## src/hw/mcb_cfg.svh

```systemverilog
// Offsets, field positions, reset values and widths of the memory control bus block
`ifndef MCB_CFG_SVH
`define MCB_CFG_SVH
`define MCB_DATA_W 32
`define MCB_PER_W 16
`define MCB_ADDR_W 8
`define MCB_REG_CTRL 8'h00
`define MCB_REG_STATUS 8'h04
`define MCB_REG_ERRS 8'h08
`define MCB_REG_ADDR 8'h0C
`define MCB_REG_REF 8'h10
`define MCB_CTRL_ACCEPT 0
`define MCB_CTRL_DMA 1
`define MCB_CTRL_RESET 2'h3
`define MCB_ERR_SIZE 0
`define MCB_ERR_FUNC 1
`define MCB_ERR_MEM 2
`define MCB_ERR_W 3
`define MCB_SIZE_UNUSED 2'h2
`define MCB_SIZE_WORD 2'h1
`define MCB_PER_MASK 32'h0000FFFF
`define MCB_BASIC_CLK_NS 90
`define MCB_CLK_NS 100
`define MCB_RESP_OKAY 2'h0
`define MCB_RESP_SLVERR 2'h2
`endif

```

## src/hw/mcb_pkg.sv

```systemverilog
// Types of the memory control bus block
`include "mcb_cfg.svh"
package mcb_pkg;
  typedef enum logic [7:0] {
    MCB_IDLE = 8'h01, MCB_FETCH = 8'h02, MCB_HOLD = 8'h04, MCB_DRIVE = 8'h08,
    MCB_WDATA = 8'h10, MCB_STORE = 8'h20, MCB_PREF = 8'h40, MCB_DMA = 8'h80
  } mcb_state_e;
  typedef enum logic [2:0] {
    MCB_K_MRD = 3'h0, MCB_K_MWR = 3'h1, MCB_K_PRD = 3'h2, MCB_K_PWR = 3'h3,
    MCB_K_PREF = 3'h4, MCB_K_BAD = 3'h7
  } mcb_kind_e;
  typedef struct packed {
    logic mem_req;
    logic data_req;
    logic transfer_done;
    logic [1:0] access_privilege;
    logic [1:0] xfer_size;
    logic legacy_isa_flag;
    logic [5:0] reference_function;
  } mcb_dap_in_s;
  typedef struct packed {
    logic grant_n;
    logic occupied;
    logic gate_dir;
    logic prefetch_deliver;
    logic error_summary_n;
  } mcb_dap_out_s;
  typedef struct packed {
    logic valid;
    logic write;
    logic [31:0] addr;
    logic [31:0] wdata;
    logic [1:0] size;
    logic [1:0] priv;
  } mcb_mem_req_s;
  typedef struct packed {
    logic ack;
    logic err;
    logic [31:0] rdata;
  } mcb_mem_rsp_s;
  typedef struct packed {
    logic valid;
    logic write;
    logic [31:0] addr;
  } mcb_per_req_s;
  typedef struct packed {
    logic valid;
    logic to_mem;
    logic [31:0] addr;
  } mcb_dma_req_s;
  typedef struct packed {
    logic awvalid;
    logic [7:0] awaddr;
    logic wvalid;
    logic [31:0] wdata;
    logic [3:0] wstrb;
    logic bready;
    logic arvalid;
    logic [7:0] araddr;
    logic rready;
  } mcb_axi_req_s;
  typedef struct packed {
    logic awready;
    logic wready;
    logic bvalid;
    logic [1:0] bresp;
    logic arready;
    logic rvalid;
    logic [31:0] rdata;
    logic [1:0] rresp;
  } mcb_axi_rsp_s;
  typedef struct packed {
    mcb_state_e state;
    mcb_kind_e kind;
    logic [31:0] addr;
    logic [31:0] data;
    logic [1:0] size;
    logic [1:0] priv;
    logic legacy;
    logic grant;
    logic dreq_seen;
    logic mem_req;
    logic per_req;
    logic to_mem;
    logic [1:0] dphase;
    logic dma_done;
    logic [1:0] ctrl;
    logic [2:0] errs;
    logic aw_got;
    logic [7:0] aw_addr;
    logic w_got;
    logic [31:0] wdata;
    logic wstrb0;
    logic bvalid;
    logic [1:0] bresp;
    logic rvalid;
    logic [31:0] rdata;
    logic [1:0] rresp;
  } mcb_st_s;
endpackage : mcb_pkg

```

## src/hw/mcb_rotator.sv

```systemverilog
// Byte rotator that realigns peripheral data on the shared lines
`timescale 1ns/1ps
module mcb_rotator #(
  parameter int W = 32
) (
  input wire logic [W-1:0] i_data,
  input wire logic [1:0] i_offset,
  input wire logic i_left,
  output logic [W-1:0] o_data
);
  logic [2*W-1:0] dbl;
  logic [1:0] right_by;
  logic [2*W-1:0] shifted;

  // A left rotation by k bytes is a right rotation by the complement
  assign dbl = {i_data, i_data};
  assign right_by = i_left ? 2'(2'h0 - i_offset) : i_offset;
  assign shifted = dbl >> {right_by, 3'h0};
  assign o_data = shifted[W-1:0];
endmodule : mcb_rotator

```

## src/hw/mcb_ctrl.sv

```systemverilog
// Memory control bus controller: reference sequencing, prefetch, peripheral routing, DMA
`timescale 1ns/1ps
`include "mcb_cfg.svh"
module mcb_ctrl
  import mcb_pkg::*;
(
  input wire logic i_clk,
  input wire logic i_resetn,
  input wire mcb_dap_in_s i_dap,
  output mcb_dap_out_s o_dap,
  input wire logic [31:0] i_bus,
  output logic [31:0] o_bus,
  output logic [31:0] o_bus_oe,
  output logic o_xcvr_drive,
  output logic o_xcvr_latch,
  output mcb_per_req_s o_per,
  input wire logic i_per_ack,
  output mcb_mem_req_s o_mem,
  input wire mcb_mem_rsp_s i_mem,
  input wire mcb_dma_req_s i_dma,
  output logic o_dma_done,
  input wire mcb_axi_req_s i_axi,
  output mcb_axi_rsp_s o_axi
);
  // ----------------------------------------------------------------
  // Decoding
  // ----------------------------------------------------------------
  function automatic mcb_kind_e ref_kind(input logic [5:0] f);
    case (f[2:0])
      3'h0: ref_kind = MCB_K_MRD;
      3'h1: ref_kind = MCB_K_MWR;
      3'h2: ref_kind = MCB_K_PRD;
      3'h3: ref_kind = MCB_K_PWR;
      3'h4: ref_kind = MCB_K_PREF;
      default: ref_kind = MCB_K_BAD;
    endcase
  endfunction : ref_kind
  function automatic logic kind_reads(input mcb_kind_e k);
    kind_reads = (k != MCB_K_MWR) && (k != MCB_K_PWR);
  endfunction : kind_reads
  mcb_st_s q;
  mcb_st_s d;
  logic [31:0] rot_in;
  logic [31:0] rot_out;
  logic rot_left;
  logic [2:0] err_set;
  logic [2:0] err_clr;
  logic [31:0] rd_val;
  logic rd_hit;
  mcb_kind_e nk;
  // Inbound peripheral data is rotated up, outbound data rotated down to the low half
  assign rot_left = (q.state == MCB_FETCH) || (q.state == MCB_DMA);
  assign rot_in = rot_left ? (i_bus & `MCB_PER_MASK) : i_bus;
  mcb_rotator #(.W(`MCB_DATA_W)) u_rot (
    .i_data(rot_in),
    .i_offset(q.addr[1:0]),
    .i_left(rot_left),
    .o_data(rot_out)
  );
  // ----------------------------------------------------------------
  // Next state
  // ----------------------------------------------------------------
  always_comb begin
    d = q;
    err_set = 3'h0;
    err_clr = 3'h0;
    rd_val = 32'h0;
    rd_hit = 1'b0;
    nk = ref_kind(i_dap.reference_function);
    d.grant = 1'b0;
    d.dma_done = 1'b0;
    case (q.state)
      MCB_IDLE: begin
        d.dreq_seen = 1'b0;
        if (i_dap.mem_req && q.ctrl[`MCB_CTRL_ACCEPT]) begin
          d.grant = 1'b1;
          d.addr = i_bus;
          d.kind = nk;
          d.size = i_dap.xfer_size;
          d.priv = i_dap.access_privilege;
          d.legacy = i_dap.legacy_isa_flag;
          err_set[`MCB_ERR_SIZE] = (i_dap.xfer_size == `MCB_SIZE_UNUSED);
          err_set[`MCB_ERR_FUNC] = (nk == MCB_K_BAD);
          d.data = 32'h0;
          if (nk == MCB_K_MWR || nk == MCB_K_PWR) begin
            d.state = MCB_WDATA;
          end else begin
            d.state = MCB_FETCH;
            d.mem_req = (nk == MCB_K_MRD) || (nk == MCB_K_PREF);
            d.per_req = (nk == MCB_K_PRD);
          end
        end else if (i_dma.valid && q.ctrl[`MCB_CTRL_DMA] && !q.dma_done) begin
          d.state = MCB_DMA;
          d.addr = i_dma.addr;
          d.to_mem = i_dma.to_mem;
          d.size = `MCB_SIZE_WORD;
          d.dphase = 2'h0;
        end
      end
      MCB_FETCH: begin
        d.dreq_seen = q.dreq_seen | i_dap.data_req;
        if (q.kind == MCB_K_BAD) begin
          d.state = MCB_HOLD;
        end else if (q.mem_req && i_mem.ack) begin
          d.mem_req = 1'b0;
          d.data = i_mem.rdata;
          err_set[`MCB_ERR_MEM] = i_mem.err;
          d.state = (q.kind == MCB_K_PREF) ? MCB_PREF : MCB_HOLD;
        end else if (q.per_req && i_per_ack) begin
          d.per_req = 1'b0;
          d.data = rot_out;
          d.state = MCB_HOLD;
        end
      end
      MCB_HOLD: d.state = (i_dap.data_req || q.dreq_seen) ? MCB_DRIVE : MCB_HOLD;
      MCB_DRIVE: d.state = i_dap.transfer_done ? MCB_IDLE : MCB_DRIVE;
      MCB_PREF: d.state = MCB_IDLE;
      MCB_WDATA: begin
        d.dreq_seen = q.dreq_seen | i_dap.data_req;
        if ((q.dreq_seen || i_dap.data_req) && i_dap.transfer_done) begin
          d.data = (q.kind == MCB_K_PWR) ? rot_out : i_bus;
          d.state = MCB_STORE;
          d.mem_req = (q.kind == MCB_K_MWR);
          d.per_req = (q.kind == MCB_K_PWR);
        end
      end
      MCB_STORE: begin
        if (q.mem_req && i_mem.ack) begin
          d.mem_req = 1'b0;
          err_set[`MCB_ERR_MEM] = i_mem.err;
          d.state = MCB_IDLE;
        end else if (q.per_req && i_per_ack) begin
          d.per_req = 1'b0;
          d.state = MCB_IDLE;
        end
      end
      MCB_DMA: begin
        case (q.dphase)
          2'h0: begin
            if (q.to_mem) begin
              d.data = rot_out;
            end
            d.mem_req = 1'b1;
            d.dphase = 2'h1;
          end
          2'h1: begin
            if (i_mem.ack) begin
              d.mem_req = 1'b0;
              err_set[`MCB_ERR_MEM] = i_mem.err;
              if (q.to_mem) begin
                d.dma_done = 1'b1;
                d.state = MCB_IDLE;
              end else begin
                d.data = {16'h0, q.addr[1] ? i_mem.rdata[31:16] : i_mem.rdata[15:0]};
                d.dphase = 2'h2;
              end
            end
          end
          default: begin
            d.dma_done = 1'b1;
            d.state = MCB_IDLE;
          end
        endcase
      end
      default: begin
        d.state = MCB_IDLE;
        d.mem_req = 1'b0;
        d.per_req = 1'b0;
      end
    endcase

    // Register slave: address and data may arrive in either order
    if (i_axi.awvalid && !q.aw_got) begin
      d.aw_got = 1'b1;
      d.aw_addr = i_axi.awaddr;
    end
    if (i_axi.wvalid && !q.w_got) begin
      d.w_got = 1'b1;
      d.wdata = i_axi.wdata;
      d.wstrb0 = i_axi.wstrb[0];
    end
    if (q.bvalid && i_axi.bready) begin
      d.bvalid = 1'b0;
    end
    if (q.aw_got && q.w_got && !q.bvalid) begin
      d.aw_got = 1'b0;
      d.w_got = 1'b0;
      d.bvalid = 1'b1;
      d.bresp = (q.aw_addr == `MCB_REG_CTRL || q.aw_addr == `MCB_REG_ERRS) ?
                `MCB_RESP_OKAY : `MCB_RESP_SLVERR;
      if (q.aw_addr == `MCB_REG_CTRL && q.wstrb0) begin
        d.ctrl = q.wdata[1:0];
      end
      if (q.aw_addr == `MCB_REG_ERRS && q.wstrb0) begin
        err_clr = q.wdata[`MCB_ERR_W-1:0];
      end
    end
    if (q.rvalid && i_axi.rready) begin
      d.rvalid = 1'b0;
    end
    if (i_axi.arvalid && !q.rvalid) begin
      rd_hit = 1'b1;
      case (i_axi.araddr)
        `MCB_REG_CTRL: rd_val = {30'h0, q.ctrl};
        `MCB_REG_STATUS: rd_val = {16'h0, q.state, 6'h0, o_dap.gate_dir, o_dap.occupied};
        `MCB_REG_ERRS: rd_val = {29'h0, q.errs};
        `MCB_REG_ADDR: rd_val = q.addr;
        `MCB_REG_REF: rd_val = {24'h0, q.legacy, q.priv, q.size, q.kind};
        default: rd_hit = 1'b0;
      endcase
      d.rvalid = 1'b1;
      d.rdata = rd_val;
      d.rresp = rd_hit ? `MCB_RESP_OKAY : `MCB_RESP_SLVERR;
    end
    // A new error in the clearing cycle survives the clear
    d.errs = (q.errs & ~err_clr) | err_set;
  end

  // ----------------------------------------------------------------
  // State register
  // ----------------------------------------------------------------
  always_ff @(posedge i_clk or negedge i_resetn) begin
    if (!i_resetn) begin
      q <= '0;
      q.state <= MCB_IDLE;
      q.kind <= MCB_K_MRD;
      q.ctrl <= `MCB_CTRL_RESET;
    end else begin
      q <= d;
    end
  end

  // ----------------------------------------------------------------
  // Outputs
  // ----------------------------------------------------------------
  logic busy;
  logic per_out;

  assign busy = (q.state != MCB_IDLE) && (q.state != MCB_DMA);
  // Peripheral writes and DMA output to the transceivers never use the upper half of the shared lines
  assign per_out = (q.state == MCB_STORE && q.kind == MCB_K_PWR) ||
                   (q.state == MCB_DMA && q.dphase == 2'h2);
  assign o_dap.grant_n = !q.grant;
  assign o_dap.occupied = busy;
  assign o_dap.gate_dir = !(busy && kind_reads(q.kind));
  assign o_dap.prefetch_deliver = (q.state == MCB_PREF);
  assign o_dap.error_summary_n = !(|q.errs);
  assign o_bus = q.data;
  assign o_bus_oe = (q.state == MCB_DRIVE || q.state == MCB_PREF) ? 32'hFFFFFFFF :
                    (per_out ? `MCB_PER_MASK : 32'h0);
  assign o_xcvr_drive = (q.state == MCB_FETCH && q.kind == MCB_K_PRD) ||
                        (q.state == MCB_DMA && q.dphase == 2'h0 && q.to_mem);
  assign o_xcvr_latch = per_out;
  assign o_per.valid = q.per_req;
  assign o_per.write = (q.kind == MCB_K_PWR);
  assign o_per.addr = q.addr;
  assign o_mem.valid = q.mem_req;
  assign o_mem.write = (q.state == MCB_STORE) || (q.state == MCB_DMA && q.to_mem);
  assign o_mem.addr = q.addr;
  assign o_mem.wdata = q.data;
  assign o_mem.size = q.size;
  assign o_mem.priv = q.priv;
  assign o_dma_done = q.dma_done;
  assign o_axi.awready = !q.aw_got;
  assign o_axi.wready = !q.w_got;
  assign o_axi.bvalid = q.bvalid;
  assign o_axi.bresp = q.bresp;
  assign o_axi.arready = !q.rvalid;
  assign o_axi.rvalid = q.rvalid;
  assign o_axi.rdata = q.rdata;
  assign o_axi.rresp = q.rresp;
endmodule : mcb_ctrl

```

## config.mk

```make
export PLATFORM = sky130hd
export DESIGN_NAME = mcb_ctrl
export DESIGN_NICKNAME = d
export VERILOG_FILES = /design/src/hw/mcb_pkg.sv /design/src/hw/mcb_rotator.sv /design/src/hw/mcb_ctrl.sv
export VERILOG_INCLUDE_DIRS = /design/src /design/src/hw
export SDC_FILE = /design/constraint.sdc
export NUM_CORES = 1
export LEC_CHECK = 0
export ABC_AREA = 1
export BUFFER_PORTS_ARGS = -buffer_cell sky130_fd_sc_hd__buf_2
export CORE_AREA = 2 2 150 152
export DETAILED_ROUTE_END_ITERATION = 12
export DIE_AREA = 0 0 152 154
export PLACE_DENSITY = 0.77
export SYNTH_ARGS = -nofsm -noshare
export SYNTH_HDL_FRONTEND = slang
export SYNTH_SLANG_ARGS = --single-unit
```

## constraint.sdc

```tcl
create_clock -name i_clk -period 2.4 [get_ports i_clk]
set_clock_uncertainty 0.15 [all_clocks]
set_input_delay 0.12 -clock i_clk [delete_from_list [all_inputs] [get_ports i_clk]]
set_output_delay 0.12 -clock i_clk [all_outputs]
set_load 0.1 [all_outputs]
```

==> results of run 1 <==
## final timing paths
kind,end,slack (ps),cells after the start,from
min,q[166],10,4,i_dma[33]
max in group asynchronous,q[170],1220,3,i_resetn
max reg2reg,q[83],30,12,q[166]
min in group asynchronous,q[93],210,3,i_resetn
min reg2reg,o_axi[32],330,2,o_axi[32]
max,o_bus_oe[7],-60,8,q[172]
## registers in the layout, summed over array words and instances, names as in the netlist
register	cells
o_mem	37
o_axi	36
q	36
o_bus	32
o_dma_done	1
o_per	1
## per-stage QoR
stage / setup WS, ps / hold WS [ps] / util (%) / instances / TNS (ps)
global placement: 174 / 148 / 52.8 / 1824 / 0
CTS: -69.2 / 1.75 / 61.2 / 1964 / -547
finish: -57.8 / 9.56 / 62.0 / 1974 / -665
detailed placement: 126 / 161 / 52.8 / 1824 / 0
global route: -91.3 / 31.0 / 62.0 / 1972 / -1460
floorplan: -455 / -326 / - / 1418 / -6770
## layout make-up
type                       instances  area share, %
sequential                       143           26.7
timing repair buffer             511           29.4
clock inverter                    14           1.48
inverter                         136           3.92
tap                              280           2.61
multi-input combinational        870           32.6
clock buffer                      18           3.27
antenna                            2         0.0372
## synth_stat cells, types with 6 or more instances
| cell type | count | area share (%) |
|---|---|---|
| sky130_fd_sc_hd__o22ai_1 | 25 | 1.5 |
| sky130_fd_sc_hd__a21oi_1 | 44 | 2.2 |
| sky130_fd_sc_hd__nor2_1 | 103 | 3.8 |
| sky130_fd_sc_hd__buf_4 | 210 | 15 |
| sky130_fd_sc_hd__inv_1 | 126 | 4.6 |
| sky130_fd_sc_hd__o31ai_1 | 17 | 1.3 |
| sky130_fd_sc_hd__o21ai_0 | 62 | 3.0 |
| sky130_fd_sc_hd__dfrtp_1 | 140 | 34 |
| sky130_fd_sc_hd__buf_2 | 22 | 1.1 |
| sky130_fd_sc_hd__nand3_2 | 6 | 0.59 |
| sky130_fd_sc_hd__nand2_1 | 358 | 13 |
| sky130_fd_sc_hd__mux2_2 | 9 | 1.0 |
| sky130_fd_sc_hd__inv_2 | 7 | 0.26 |
| sky130_fd_sc_hd__nand2_2 | 10 | 0.61 |
| sky130_fd_sc_hd__o211ai_1 | 31 | 2.3 |
| sky130_fd_sc_hd__nand4_1 | 39 | 2.4 |
| sky130_fd_sc_hd__clkbuf_1 | 29 | 1.1 |
| sky130_fd_sc_hd__nor2_2 | 9 | 0.55 |
| sky130_fd_sc_hd__nand3_1 | 110 | 5.4 |
| sky130_fd_sc_hd__a31oi_1 | 10 | 0.61 |
## worst register-to-register path: stages, from the launching register on
cell and delay (ps):
sky130_fd_sc_hd__dfstp_2 570, sky130_fd_sc_hd__nor2_4 60, sky130_fd_sc_hd__nand2_4 140, sky130_fd_sc_hd__inv_6 50, sky130_fd_sc_hd__buf_4 150, sky130_fd_sc_hd__nand2_8 110
sky130_fd_sc_hd__nor2_4 50, sky130_fd_sc_hd__buf_4 170, sky130_fd_sc_hd__nand2_1 80, sky130_fd_sc_hd__nand2_1 60, sky130_fd_sc_hd__nand3_1 60, sky130_fd_sc_hd__dlygate4sd3_1 560
sky130_fd_sc_hd__nand2_1 50
## cells by family after synthesis
family / share of synthesized area (%)
AOI/OAI and AO/OA: 12.1
xor gates and xnor gates: 0.0861
buffers and inverters: 23.3
DFF: 35.2
muxes: 0.996
other: 0.0368
and+or+nand+nor: 28.3
## what timing repair did
item,in CTS,in global routing
buffers inserted,14,8
hold buffers,93,0
setup endpoints to repair,33,70
pin swaps,7,7
endpoints found under the hold margin,221,0
gates cloned,1,1
resized for setup,28,25
## routing by layer
layer	up-vias	global-route usage [%]	routed length [um]
met1	5013	40.0	14900
met2	618	51.4	17700
met4	2	12.3	1670
met5	-	0	13
li1	4946	-	-
met3	114	6.91	3320
==> results.txt, run 1 <==
The run finished, with violations left. The final reports fail on negative setup slack. The synthesized cell area came out at 0.0102 mm2. In this run the standard cell core region covers 0.0217 mm2. STA puts the critical path data arrival time at 2190 ps.

TritonCTS built the clock tree. In the final layout, flip-flops and latches occupy 0.00358 mm2. The die outline width is 152 um. The most used flip-flop cell after synthesis is sky130_fd_sc_hd__dfrtp_1.

In this run the worst path has a maximum fanout of 8. Post-CTS clock slew at the launch and capture registers of the worst setup and hold paths: 70 ps. After synthesis the netlist holds a flip-flop and latch count of 143. The violation count after the first detailed-route iteration is 1145. In this run the cell area measured after placement is 0.0114 mm2. In the layout the commonest cells are sky130_fd_sc_hd__nand2_1 (354), sky130_fd_sc_hd__buf_2 (316), sky130_fd_sc_hd__dfrtp_1 (138).

The insertion delay to the later sink of the worst-skew pair is 430 ps, and the number of synthesis warnings is 0. 391 I/O pins were placed. The total routed wirelength is 37.6 mm. The root buffer cell chosen for the clock tree is sky130_fd_sc_hd__clkbuf_16. Synthesis produced a netlist whose cell count is 1417.

The top cell family by delay on the critical path was simple AND/OR/NAND/NOR gates. The number of different library cells used by synthesis comes to 43. The growth of design area from synthesis to finish came out at 32.1%. The maximum clock rate was 407 MHz; the max capacitance violation total was 0. The number of DRC violations after detailed routing was 0; the number of fillers in the final layout was 1896.

The time the worst path needs with I/O delays and setup was 2460 ps; the layout cell share with drive strength beyond 1 was 31.8%. The CTS sink count was 143. Dividing the detail-routed via count by the number of cells gives 5.42. After detailed routing, the average wire length per cell comes to 19.1 um.

On the critical path, the stage with the largest delay is an instance of sky130_fd_sc_hd__dfrtp_1. The biggest cell delay along the critical path is 450 ps. STA puts the critical path data required time at 2130 ps.

The total clock buffers created by CTS was 17. For this run the aggregate overflow at the end of global routing stands at 0. For the number of buffers between clock root and the deepest sink, the log shows 2.

The headroom to the max-slew limit is 45.5%, and the post-route clock period utilization is 102%. The run gives 46.9% as the starting density of the core. The number of H-tree levels was 4; the net count reported at finish was 1853.

In the synthesized netlist the async set-or-reset flop fraction comes to 100%. The multi-input combinational cells in the finished layout cover a total of 0.00439 mm2. Detailed routing inserted a total of 10700 vias. The global placement routability congestion is 0.976.

The logs give 31.2% for the global-route usage over all layers and 0 for the number of hold violations in the final report. The run gives 57.3 mm as the first-pass GRT wire length. The finished cells cover 0.0134 mm2. The largest net degree at the start of global routing is 144, and the number of antenna violations at the first check in global routing is 1. The logs give 10100 for the via count of the first global-routing pass and 8 for the first-pass iteration count of the detailed router. Overall die area: 0.0234 mm2.

The count of flip-flops with a built-in enable after synthesis is 0. The worst min-delay path category was in -> reg. The post-synthesis area per instance works out to 7.18 um2.

Leaving out fill and tap cells, the most frequent cell in the layout is sky130_fd_sc_hd__nand2_1. The tools report the row count as 54. Setup repair after global routing could not meet its margin everywhere. Once detailed placement completed, the half-perimeter wirelength came to 27.0 mm.

Sequential elements use 35.2% of the synthesized area. The slew at the pin closest to its max-slew limit was 818 ps. The tools report the startpoint kind of the worst setup timing path as a flip-flop. In this run the remaining antenna-violating nets after routing total 0. Count of input and output buffers: 353.

Traced cell by cell, the critical path runs through nor2_2, nand2_4, nor2_8, nand2_4, o22ai_4, or2_4, buf_16, buf_16. The critical path in this run is classified as reg -> out. The worst setup path is captured at an output pin. Setup violations remaining at the end of the flow were counted as 16. Together, buffers and inverters on the worst path number 2. The tools report the post-layout worst setup margin as -57.8 ps. The number of max-slew violations in the final report came out at 0.

The vertical extent of the die came out at 154 um.
Power of run 1 is left out: the tool's default activity adds up to more than one toggle a clock period on the data nets, which glitch-free logic cannot reach.
==> run 2: changes to the inputs <==
--- a/config.mk
+++ b/config.mk
@@ -6,12 +6,12 @@
 export SDC_FILE = /design/constraint.sdc
 export NUM_CORES = 1
 export LEC_CHECK = 0
-export ABC_AREA = 1
 export BUFFER_PORTS_ARGS = -buffer_cell sky130_fd_sc_hd__buf_2
-export CORE_AREA = 2 2 150 152
+export CAP_MARGIN = 30
+export CORE_AREA = 2 2 154 156
 export DETAILED_ROUTE_END_ITERATION = 12
-export DIE_AREA = 0 0 152 154
-export PLACE_DENSITY = 0.77
+export DIE_AREA = 0 0 156 158
+export PLACE_DENSITY = 0.73
 export SYNTH_ARGS = -nofsm -noshare
 export SYNTH_HDL_FRONTEND = slang
 export SYNTH_SLANG_ARGS = --single-unit
==> results.txt, run 2 <==
Port buffering added 353 buffers. Most used standard cell by instance count after synthesis: sky130_fd_sc_hd__buf_4. The cell sitting at the root of the clock tree is a sky130_fd_sc_hd__clkbuf_16. The biggest cell delay along the critical path was 460 ps; the time the worst path needs with I/O delays and setup was 2630 ps. The type of the setup path with the least slack was reg -> out.

The run gives 0 as the number of hold violations in the final report. The synthesized design contains 0 enable-type register cells. After synthesis, the mean cell area works out to 8.90 um2. The core region is 0.0231 mm2.

After detailed routing, the number of remaining DRC violations is 0. The maximum net fanout on the critical path works out to 6. STA classifies the critical path startpoint as a flip-flop.

The tools report the number of H-tree levels as 4. The proportion of netlist area held by the largest area contributor is 34.9%, and the growth of design area from synthesis to finish is 53.1%. The instance count along the most critical hold path was 3; the final core utilization was 66.7%. By area, the combinational part of the netlist is dominated by buffers and inverters. The share of the Yosys chip area taken by registers is 35.7%.

Yosys mapped the design onto 72 distinct sky130hd cell types. The logs give 66 for the largest net degree at the start of global routing and 1290 for the violation count after the first detailed-route iteration. For the number of antenna violations at the first check in global routing, the log shows 3. Remaining global-route overflow: 0.

The via count of the first global-routing pass was 9818; the max capacitance violation total was 0. In this run, synthesis produced a sequential element count of 143. In this run the power density over the cells is 438 mW/mm2.

The starting density of the core is 43.5%. The cell area after placement is 0.0117 mm2. TritonCTS built the clock tree. After routing the design area is 0.0154 mm2. For the insertion delay to the later sink of the worst-skew pair, the log shows 430 ps.

The post-route non-filler standard cell count was 1807; the flip-flop count of the largest register after layout was 37. The startpoint identified for the worst register-to-register timing path is q[169]. The setup check on the worst reg-to-reg path leaves a slack of -230 ps.

The final-layout worst hold slack was 17.5 ps. The first global-routing pass estimated 56.7 mm of wire. Complex-gate fraction of the synthesized area: 18.7%. For the critical path arrival, the log shows 2360 ps. The CTS sink count is 143. The run gives 56 as the row count. Setup repair after global routing could not meet its margin everywhere. The signal on the critical path passes through buf_12, nor2_4, nand2_2, buf_6, nor4_4, buf_6, or2_4, buf_8, buf_12. At the pin with the least slew margin, the transition time is 990 ps.

In the synthesized netlist, the cells that appear most often are sky130_fd_sc_hd__buf_4 (205), sky130_fd_sc_hd__dfrtp_1 (140), sky130_fd_sc_hd__nand2_1 (139). The maximum clock rate is 380 MHz, and the via count of the routed design is 10600. In the final layout, the share of cells above drive strength 1 is 48.5%. After synthesis, the share of flip-flops with an asynchronous set or reset is 100%. Sorting the synthesized cells by area gives the leading types as sky130_fd_sc_hd__dfrtp_1 (35%), sky130_fd_sc_hd__buf_4 (15%), sky130_fd_sc_hd__nand2_1 (5.2%). Setup violations remaining at the end of the flow were counted as 115. Of the total synthesized cell area, the portion taken by AND, OR, NAND and NOR gates is 18.0%. The floorplan step set the die height to 158 um.

The HPWL after detailed placement is 25.6 mm. Global routing consumed, over all layers together, 30.0% of the routing resources. Synthesis produced a netlist whose cell count is 1127. The cell taking the most area after synthesis was sky130_fd_sc_hd__dfrtp_1. In this run, placement finished with an instance count of 1580.

Multiplexer cells account for 7.34% of the synthesized area. The hold path endpoint is o_mem[47]. The run gives 17 as the total clock buffers created by CTS. Of the total synthesized cell area, the portion taken by XOR and XNOR cells is 0.536%. The average wire per standard cell works out to 22.8 um.

The tools report the type of destination of the critical path as an output pin. The logic depth of the worst register-to-register path is 11, and the residual antenna-violating net count after detailed routing is 0. The first detailed-routing pass ran for 8 iterations. The number of max-slew violations in the final report is 0. The critical path required time was 2130 ps. Using the TritonRoute via totals, the vias-per-cell ratio works out to 5.86. Among all flip-flop cells after synthesis, the most frequent one is sky130_fd_sc_hd__dfrtp_1. The top-level I/O count was 391. The tightest min-delay check is of the in -> reg type. Summing the areas of all fa, ha and maj instances in the mapped netlist gives 0% of the synthesized area. The floorplan step defined a die boundary enclosing 0.0246 mm2.

The floorplan step set the die width to 156 um. The mapped netlist covers 0.0100 mm2. The library cell used most frequently in the layout, excluding fill and tap cells, is sky130_fd_sc_hd__buf_2. Yosys printed 0 warnings. The setup slack after placement is -86.7 ps.

At the end of routability-driven placement, the weighted congestion stood at 0.951. The flow ran to the end, but the final reports show violations. The overall power consumption came out at 6.73 mW.

The final reports fail on negative setup slack. Standby leakage power: 7.16 nW. Among all stages on the critical path, the largest delay is contributed by sky130_fd_sc_hd__dfrtp_2. The total routed wirelength is 41.2 mm, and the net count reported at finish is 1676.

Leaving out fill and tap cells, the most frequent cells in the layout are sky130_fd_sc_hd__buf_2 (314), sky130_fd_sc_hd__dfrtp_1 (135), sky130_fd_sc_hd__dlygate4sd3_1 (125). The worst register-to-register path ends at o_bus[5]. Measured against its own limit, the worst slew margin works out to 33.6%. After clock tree synthesis, the clock-pin slew on the worst setup and hold paths is 70 ps. The tools report the start point of the worst hold path as i_bus[11].

Post-layout worst setup margin: -231 ps. The final critical path takes up 110% of the cycle. Across the VDD grid, the largest voltage drop is 0.444 mV. The clock passes through at most 2 buffers. Summed over all failing endpoints, the final setup total negative slack is -16710 ps.
-- run 2: cell types whose count changed after synthesis, moves of 20 or more --
cell	delta
sky130_fd_sc_hd__nor2_1	-59
sky130_fd_sc_hd__a21oi_1	-27
sky130_fd_sc_hd__inv_1	-105
sky130_fd_sc_hd__a31oi_2	+20
sky130_fd_sc_hd__a22oi_1	+22
sky130_fd_sc_hd__nand3_1	-51
sky130_fd_sc_hd__o22ai_1	-24
sky130_fd_sc_hd__mux2i_1	+50
sky130_fd_sc_hd__nand4_1	-21
sky130_fd_sc_hd__o211ai_1	-20
sky130_fd_sc_hd__nand2_1	-219
-- run 2: worst max-delay path, delay by kind of cell, from the launching register on --
| kind | cells | cell delay [ps] |
|---|---|---|
| flip-flops | 1 | 460 |
| buffers and inverters | 5 | 810 |
| AND/OR/NAND/NOR | 4 | 640 |
-- run 2: worst max path at each step --
stage / start / end / depth (start not counted)
finish: q[170] / o_bus_oe[6] / 9
floorplan: q[171] / o_bus_oe[10] / 7
global route: q[168] / o_bus_oe[8] / 8
detailed placement: q[173] / o_bus[10] / 8
CTS: q[169] / o_bus_oe[15] / 9
global placement: q[173] / o_bus[22] / 8
-- run 2: logic make-up (layout without fill, tap and decap cells) --
| family | after synthesis | after routing |
|---|---|---|
| DFF | 143 | 143 |
| AOI/OAI and AO/OA | 252 | 252 |
| and+or+nand+nor | 358 | 359 |
| xor gates and xnor gates | 4 | 4 |
| muxes | 71 | 71 |
| other | 1 | 4 |
| buffers and inverters | 298 | 684 |
-- run 2: timing repair --
item | 4_1_cts | 5_1_grt
hold endpoints to repair | 199 | 0
buffers inserted | 28 | 24
gates cloned | 8 | 14
hold buffers | 125 | 0
gates resized for setup | 84 | 175
pin swaps | 15 | 39
endpoints found under the setup margin | 72 | 124
-- run 2: per-layer routing --
metal	track usage, %	vias to the layer above	part of all wire [%]
met5	0	-	0.027
met4	13.4	2	4.5
met3	7.36	162	9.3
met2	48.4	724	48
met1	38.4	5069	38
li1	-	4623	-
-- run 2: layout make-up --
class	count	area (um2)
fillers	1665	7680
repair buffers	630	5470
multi-input cells	688	5260
flip-flops and latches	143	3590
clock buffers	18	429
well taps	290	363
clock inverters	14	173
inverters	22	82.6
diodes	2	5.00
-- run 2: power by group --
part	leakage (nW)	internal (mW)	switching, mW
sequential	1.91	2.56	0.0995
clock	0.288	1.57	1.24
combinational	4.96	0.450	0.809
total	7.16	4.59	2.15
No activity file was read; power rests on OpenSTA's default activity.
==> run 3: changes to the inputs <==
--- a/config.mk
+++ b/config.mk
@@ -8,10 +8,10 @@
 export LEC_CHECK = 0
 export BUFFER_PORTS_ARGS = -buffer_cell sky130_fd_sc_hd__buf_2
 export CAP_MARGIN = 30
-export CORE_AREA = 2 2 154 156
+export CORE_ASPECT_RATIO = 1.25
+export CORE_UTILIZATION = 40
 export DETAILED_ROUTE_END_ITERATION = 12
-export DIE_AREA = 0 0 156 158
-export PLACE_DENSITY = 0.73
+export PLACE_DENSITY = 0.68
 export SYNTH_ARGS = -nofsm -noshare
 export SYNTH_HDL_FRONTEND = slang
 export SYNTH_SLANG_ARGS = --single-unit
==> constraint.sdc (replaced) <==
create_clock -name i_clk -period 3 [get_ports i_clk]
set_clock_uncertainty 0.15 [all_clocks]
set_input_delay 0.15 -clock i_clk [delete_from_list [all_inputs] [get_ports i_clk]]
set_output_delay 0.15 -clock i_clk [all_outputs]
set_load 0.1 [all_outputs]
==> results.txt, run 3 (synthesized netlist as in run 2, its figures left out) <==
Counting the buffers created by CTS gives 17. Counting the fill cells in the layout gives 2304. Once detail routing completed, the nets flagged for antenna violations numbered 0.

After clock tree synthesis, the clock-pin slew on the worst setup and hold paths is 60 ps. For this design the static power due to leakage is 6.00 nW. Number of max-slew violations in the final report: 0. The flow ran to the end, but the final reports show violations. Registers take 0.00359 mm2. In the routed layout, each cell is associated on average with a via count of 5.51.

Max-cap violations in this run came to 0. The run gives 0.0126 mm2 as the post-layout instance area. After floorplanning, the core was divided into 64 placement rows.

The clock network is responsible for 40.8% of the overall power. The routed design has 34.2 mm of wire. TritonCTS built the clock tree. For the final-layout worst hold slack, the log shows -8.54 ps. STA classifies the critical path startpoint as a flip-flop. The analysis attributes to net switching a power of 1.55 mW.

The critical path is of the reg -> out type. The number of DRC violations after detailed routing was 0. Root buffer selected by CTS: sky130_fd_sc_hd__clkbuf_16. The later pin in the worst-skew pair is clocked with a latency of 420 ps.

The count of buffers added on input and output ports is 353. Cells fill 51.3% of the core in the end. For the critical path arrival, the log shows 2600 ps.

The maximum clock rate was 345 MHz; the layout cell share with drive strength beyond 1 was 38.1%. The first-pass iteration count of the detailed router was 9; the areal power density over the cells was 411 mW/mm2. In the final routed layout, each cell accounts on average for 20.0 um. The violation count after the first detailed-route iteration was 832. The logs give 5.18 mW for the overall power consumption and 65 for the largest net degree at the start of global routing.

STA puts the critical path data required time at 2700 ps. The floorplan step set the die height to 179 um. The longest clock path from root to sink contains 2 buffers. Detailed placement ended at an HPWL of 24.9 mm. For the via count of the first global-routing pass, the log shows 8811. Relative to the synthesized area, the layout overhead comes to 25.7%. Of the total power, registers draw 41.0%.

Headroom to the max-slew limit came out at 33.2%. The slew at the pin closest to its max-slew limit was 1000 ps; the peak ir drop on the vdd network was 0.374 mV. The combinational share of power was 18.1%; the global placement routability congestion was 0.907. The CTS sink count is 143, and the die outline width is 144 um. The first global-routing pass estimated 51.2 mm of wire. In this run the cell area measured after placement is 0.0109 mm2. The final layout contains 1541 nets. Setup repair after global routing left no endpoint under its margin. For the remaining global-route overflow, the log shows 0. The initial utilization of the core area, before any placement, comes to 40.8%. Setup violations remaining at the end of the flow were counted as 0. The run gives 0.00454 mm2 as the combined area of the multi-input logic cells. Pin placement for this block handled 391 I/O pins.

For the global-route usage over all layers, the log shows 26.6%. The worst path needs 2900 ps of the cycle, external delays included. Internal power comes to 3.63 mW.

Adding up every negative setup slack in the final design gives 0 ps. The number of antenna violations at the first check in global routing was 4; the area of the placeable core was 0.0246 mm2. The number of H-tree levels was 4; the via count of the routed design was 9414.

The tools report the count of inserted antenna diode cells as 0. The flip-flop count of the largest register after layout is 37. The top cell types in the final layout, fill and taps aside, are sky130_fd_sc_hd__buf_2 (336), sky130_fd_sc_hd__nand2_1 (137), sky130_fd_sc_hd__dfrtp_1 (135). The switching power as a share of total power is 29.9%. The overall die area came out at 0.0257 mm2. After layout, the worst path uses 96.6% of the clock period. The maximum net fanout on the critical path came out at 16. The final reports fail on negative hold slack. The tools report the number of hold violations in the final report as 1.

STA classifies the critical path endpoint as an output pin. Leaving out fill and tap cells, the most frequent cell in the layout is sky130_fd_sc_hd__buf_2. The worst min-delay path category is in -> reg.
run 3: cell count changes in the layout (fill, tap and decap cells not counted), sizes merged:
cell and delta:
inv -5, diode -2, buf -103, nand2 -1, clkdlybuf4s15 -1, clkbuf -10, clkinv +4, dlygate4sd3 -20
run 3: path summary, 6_finish.rpt:
path | startpoint | endpoint | slack (ps) | cells after the start
setup / recovery | q[172] | o_bus_oe[15] | 100 | 6
hold / removal | i_dma[31] | o_mem[67] | -9 | 3
setup reg to reg | q[166] | o_bus[31] | 200 | 6
hold reg to reg | o_axi[29] | o_axi[29] | 310 | 2
max in group asynchronous | i_resetn | q[81] | 1860 | 3
min in group asynchronous | i_resetn | o_axi[25] | 70 | 2
run 3: area by class of cell:
type,count,share of cell area (%)
clock buffers,18,3.48
clock inverters,13,1.10
inverters,22,0.655
multi-input cells,687,35.9
flip-flops and latches,143,28.4
well taps,330,3.27
repair buffers,496,27.1
run 3: worst max-delay path: stages (launching register included):
cell	delay, ps
sky130_fd_sc_hd__dfrtp_2	500
sky130_fd_sc_hd__or4_4	630
sky130_fd_sc_hd__nor4_4	270
sky130_fd_sc_hd__a32o_2	190
sky130_fd_sc_hd__or2_2	140
sky130_fd_sc_hd__buf_12	220
sky130_fd_sc_hd__buf_12	200
run 3: per-stage QoR:
stage          setup slack [ps]  cells
2_1_floorplan              -736   1128
3_3_place_gp                219   1569
3_5_place_dp                136   1570
4_1_cts                    26.8   1706
5_1_grt                    10.0   1709
6_report                    102   1709
run 3: what timing repair did:
item                                   in CTS  in global routing
setup endpoints to repair                  18                 21
pin swaps                                   0                  1
setup buffers                               0                  2
resized for setup                           2                  4
endpoints found under the hold margin     206                  0
hold buffers                              105                  0
run 3: power by group through the flow:
stage	logic, mW	registers, mW	clock network [mW]
detailed placement	0.825	2.16	0
floorplan	0.537	2.14	0
global route	1.01	2.14	2.24
CTS	0.938	2.12	2.15
finish	0.940	2.12	2.12
global placement	0.804	2.15	0
run 3: routing by layer:
layer	wire length [um]	GRT usage, %	vias up
li1	-	-	4342
met4	1170	10.9	8
met2	16600	43.5	486
met3	2370	5.74	83
met1	14000	34.0	4495
met5	56	0	-
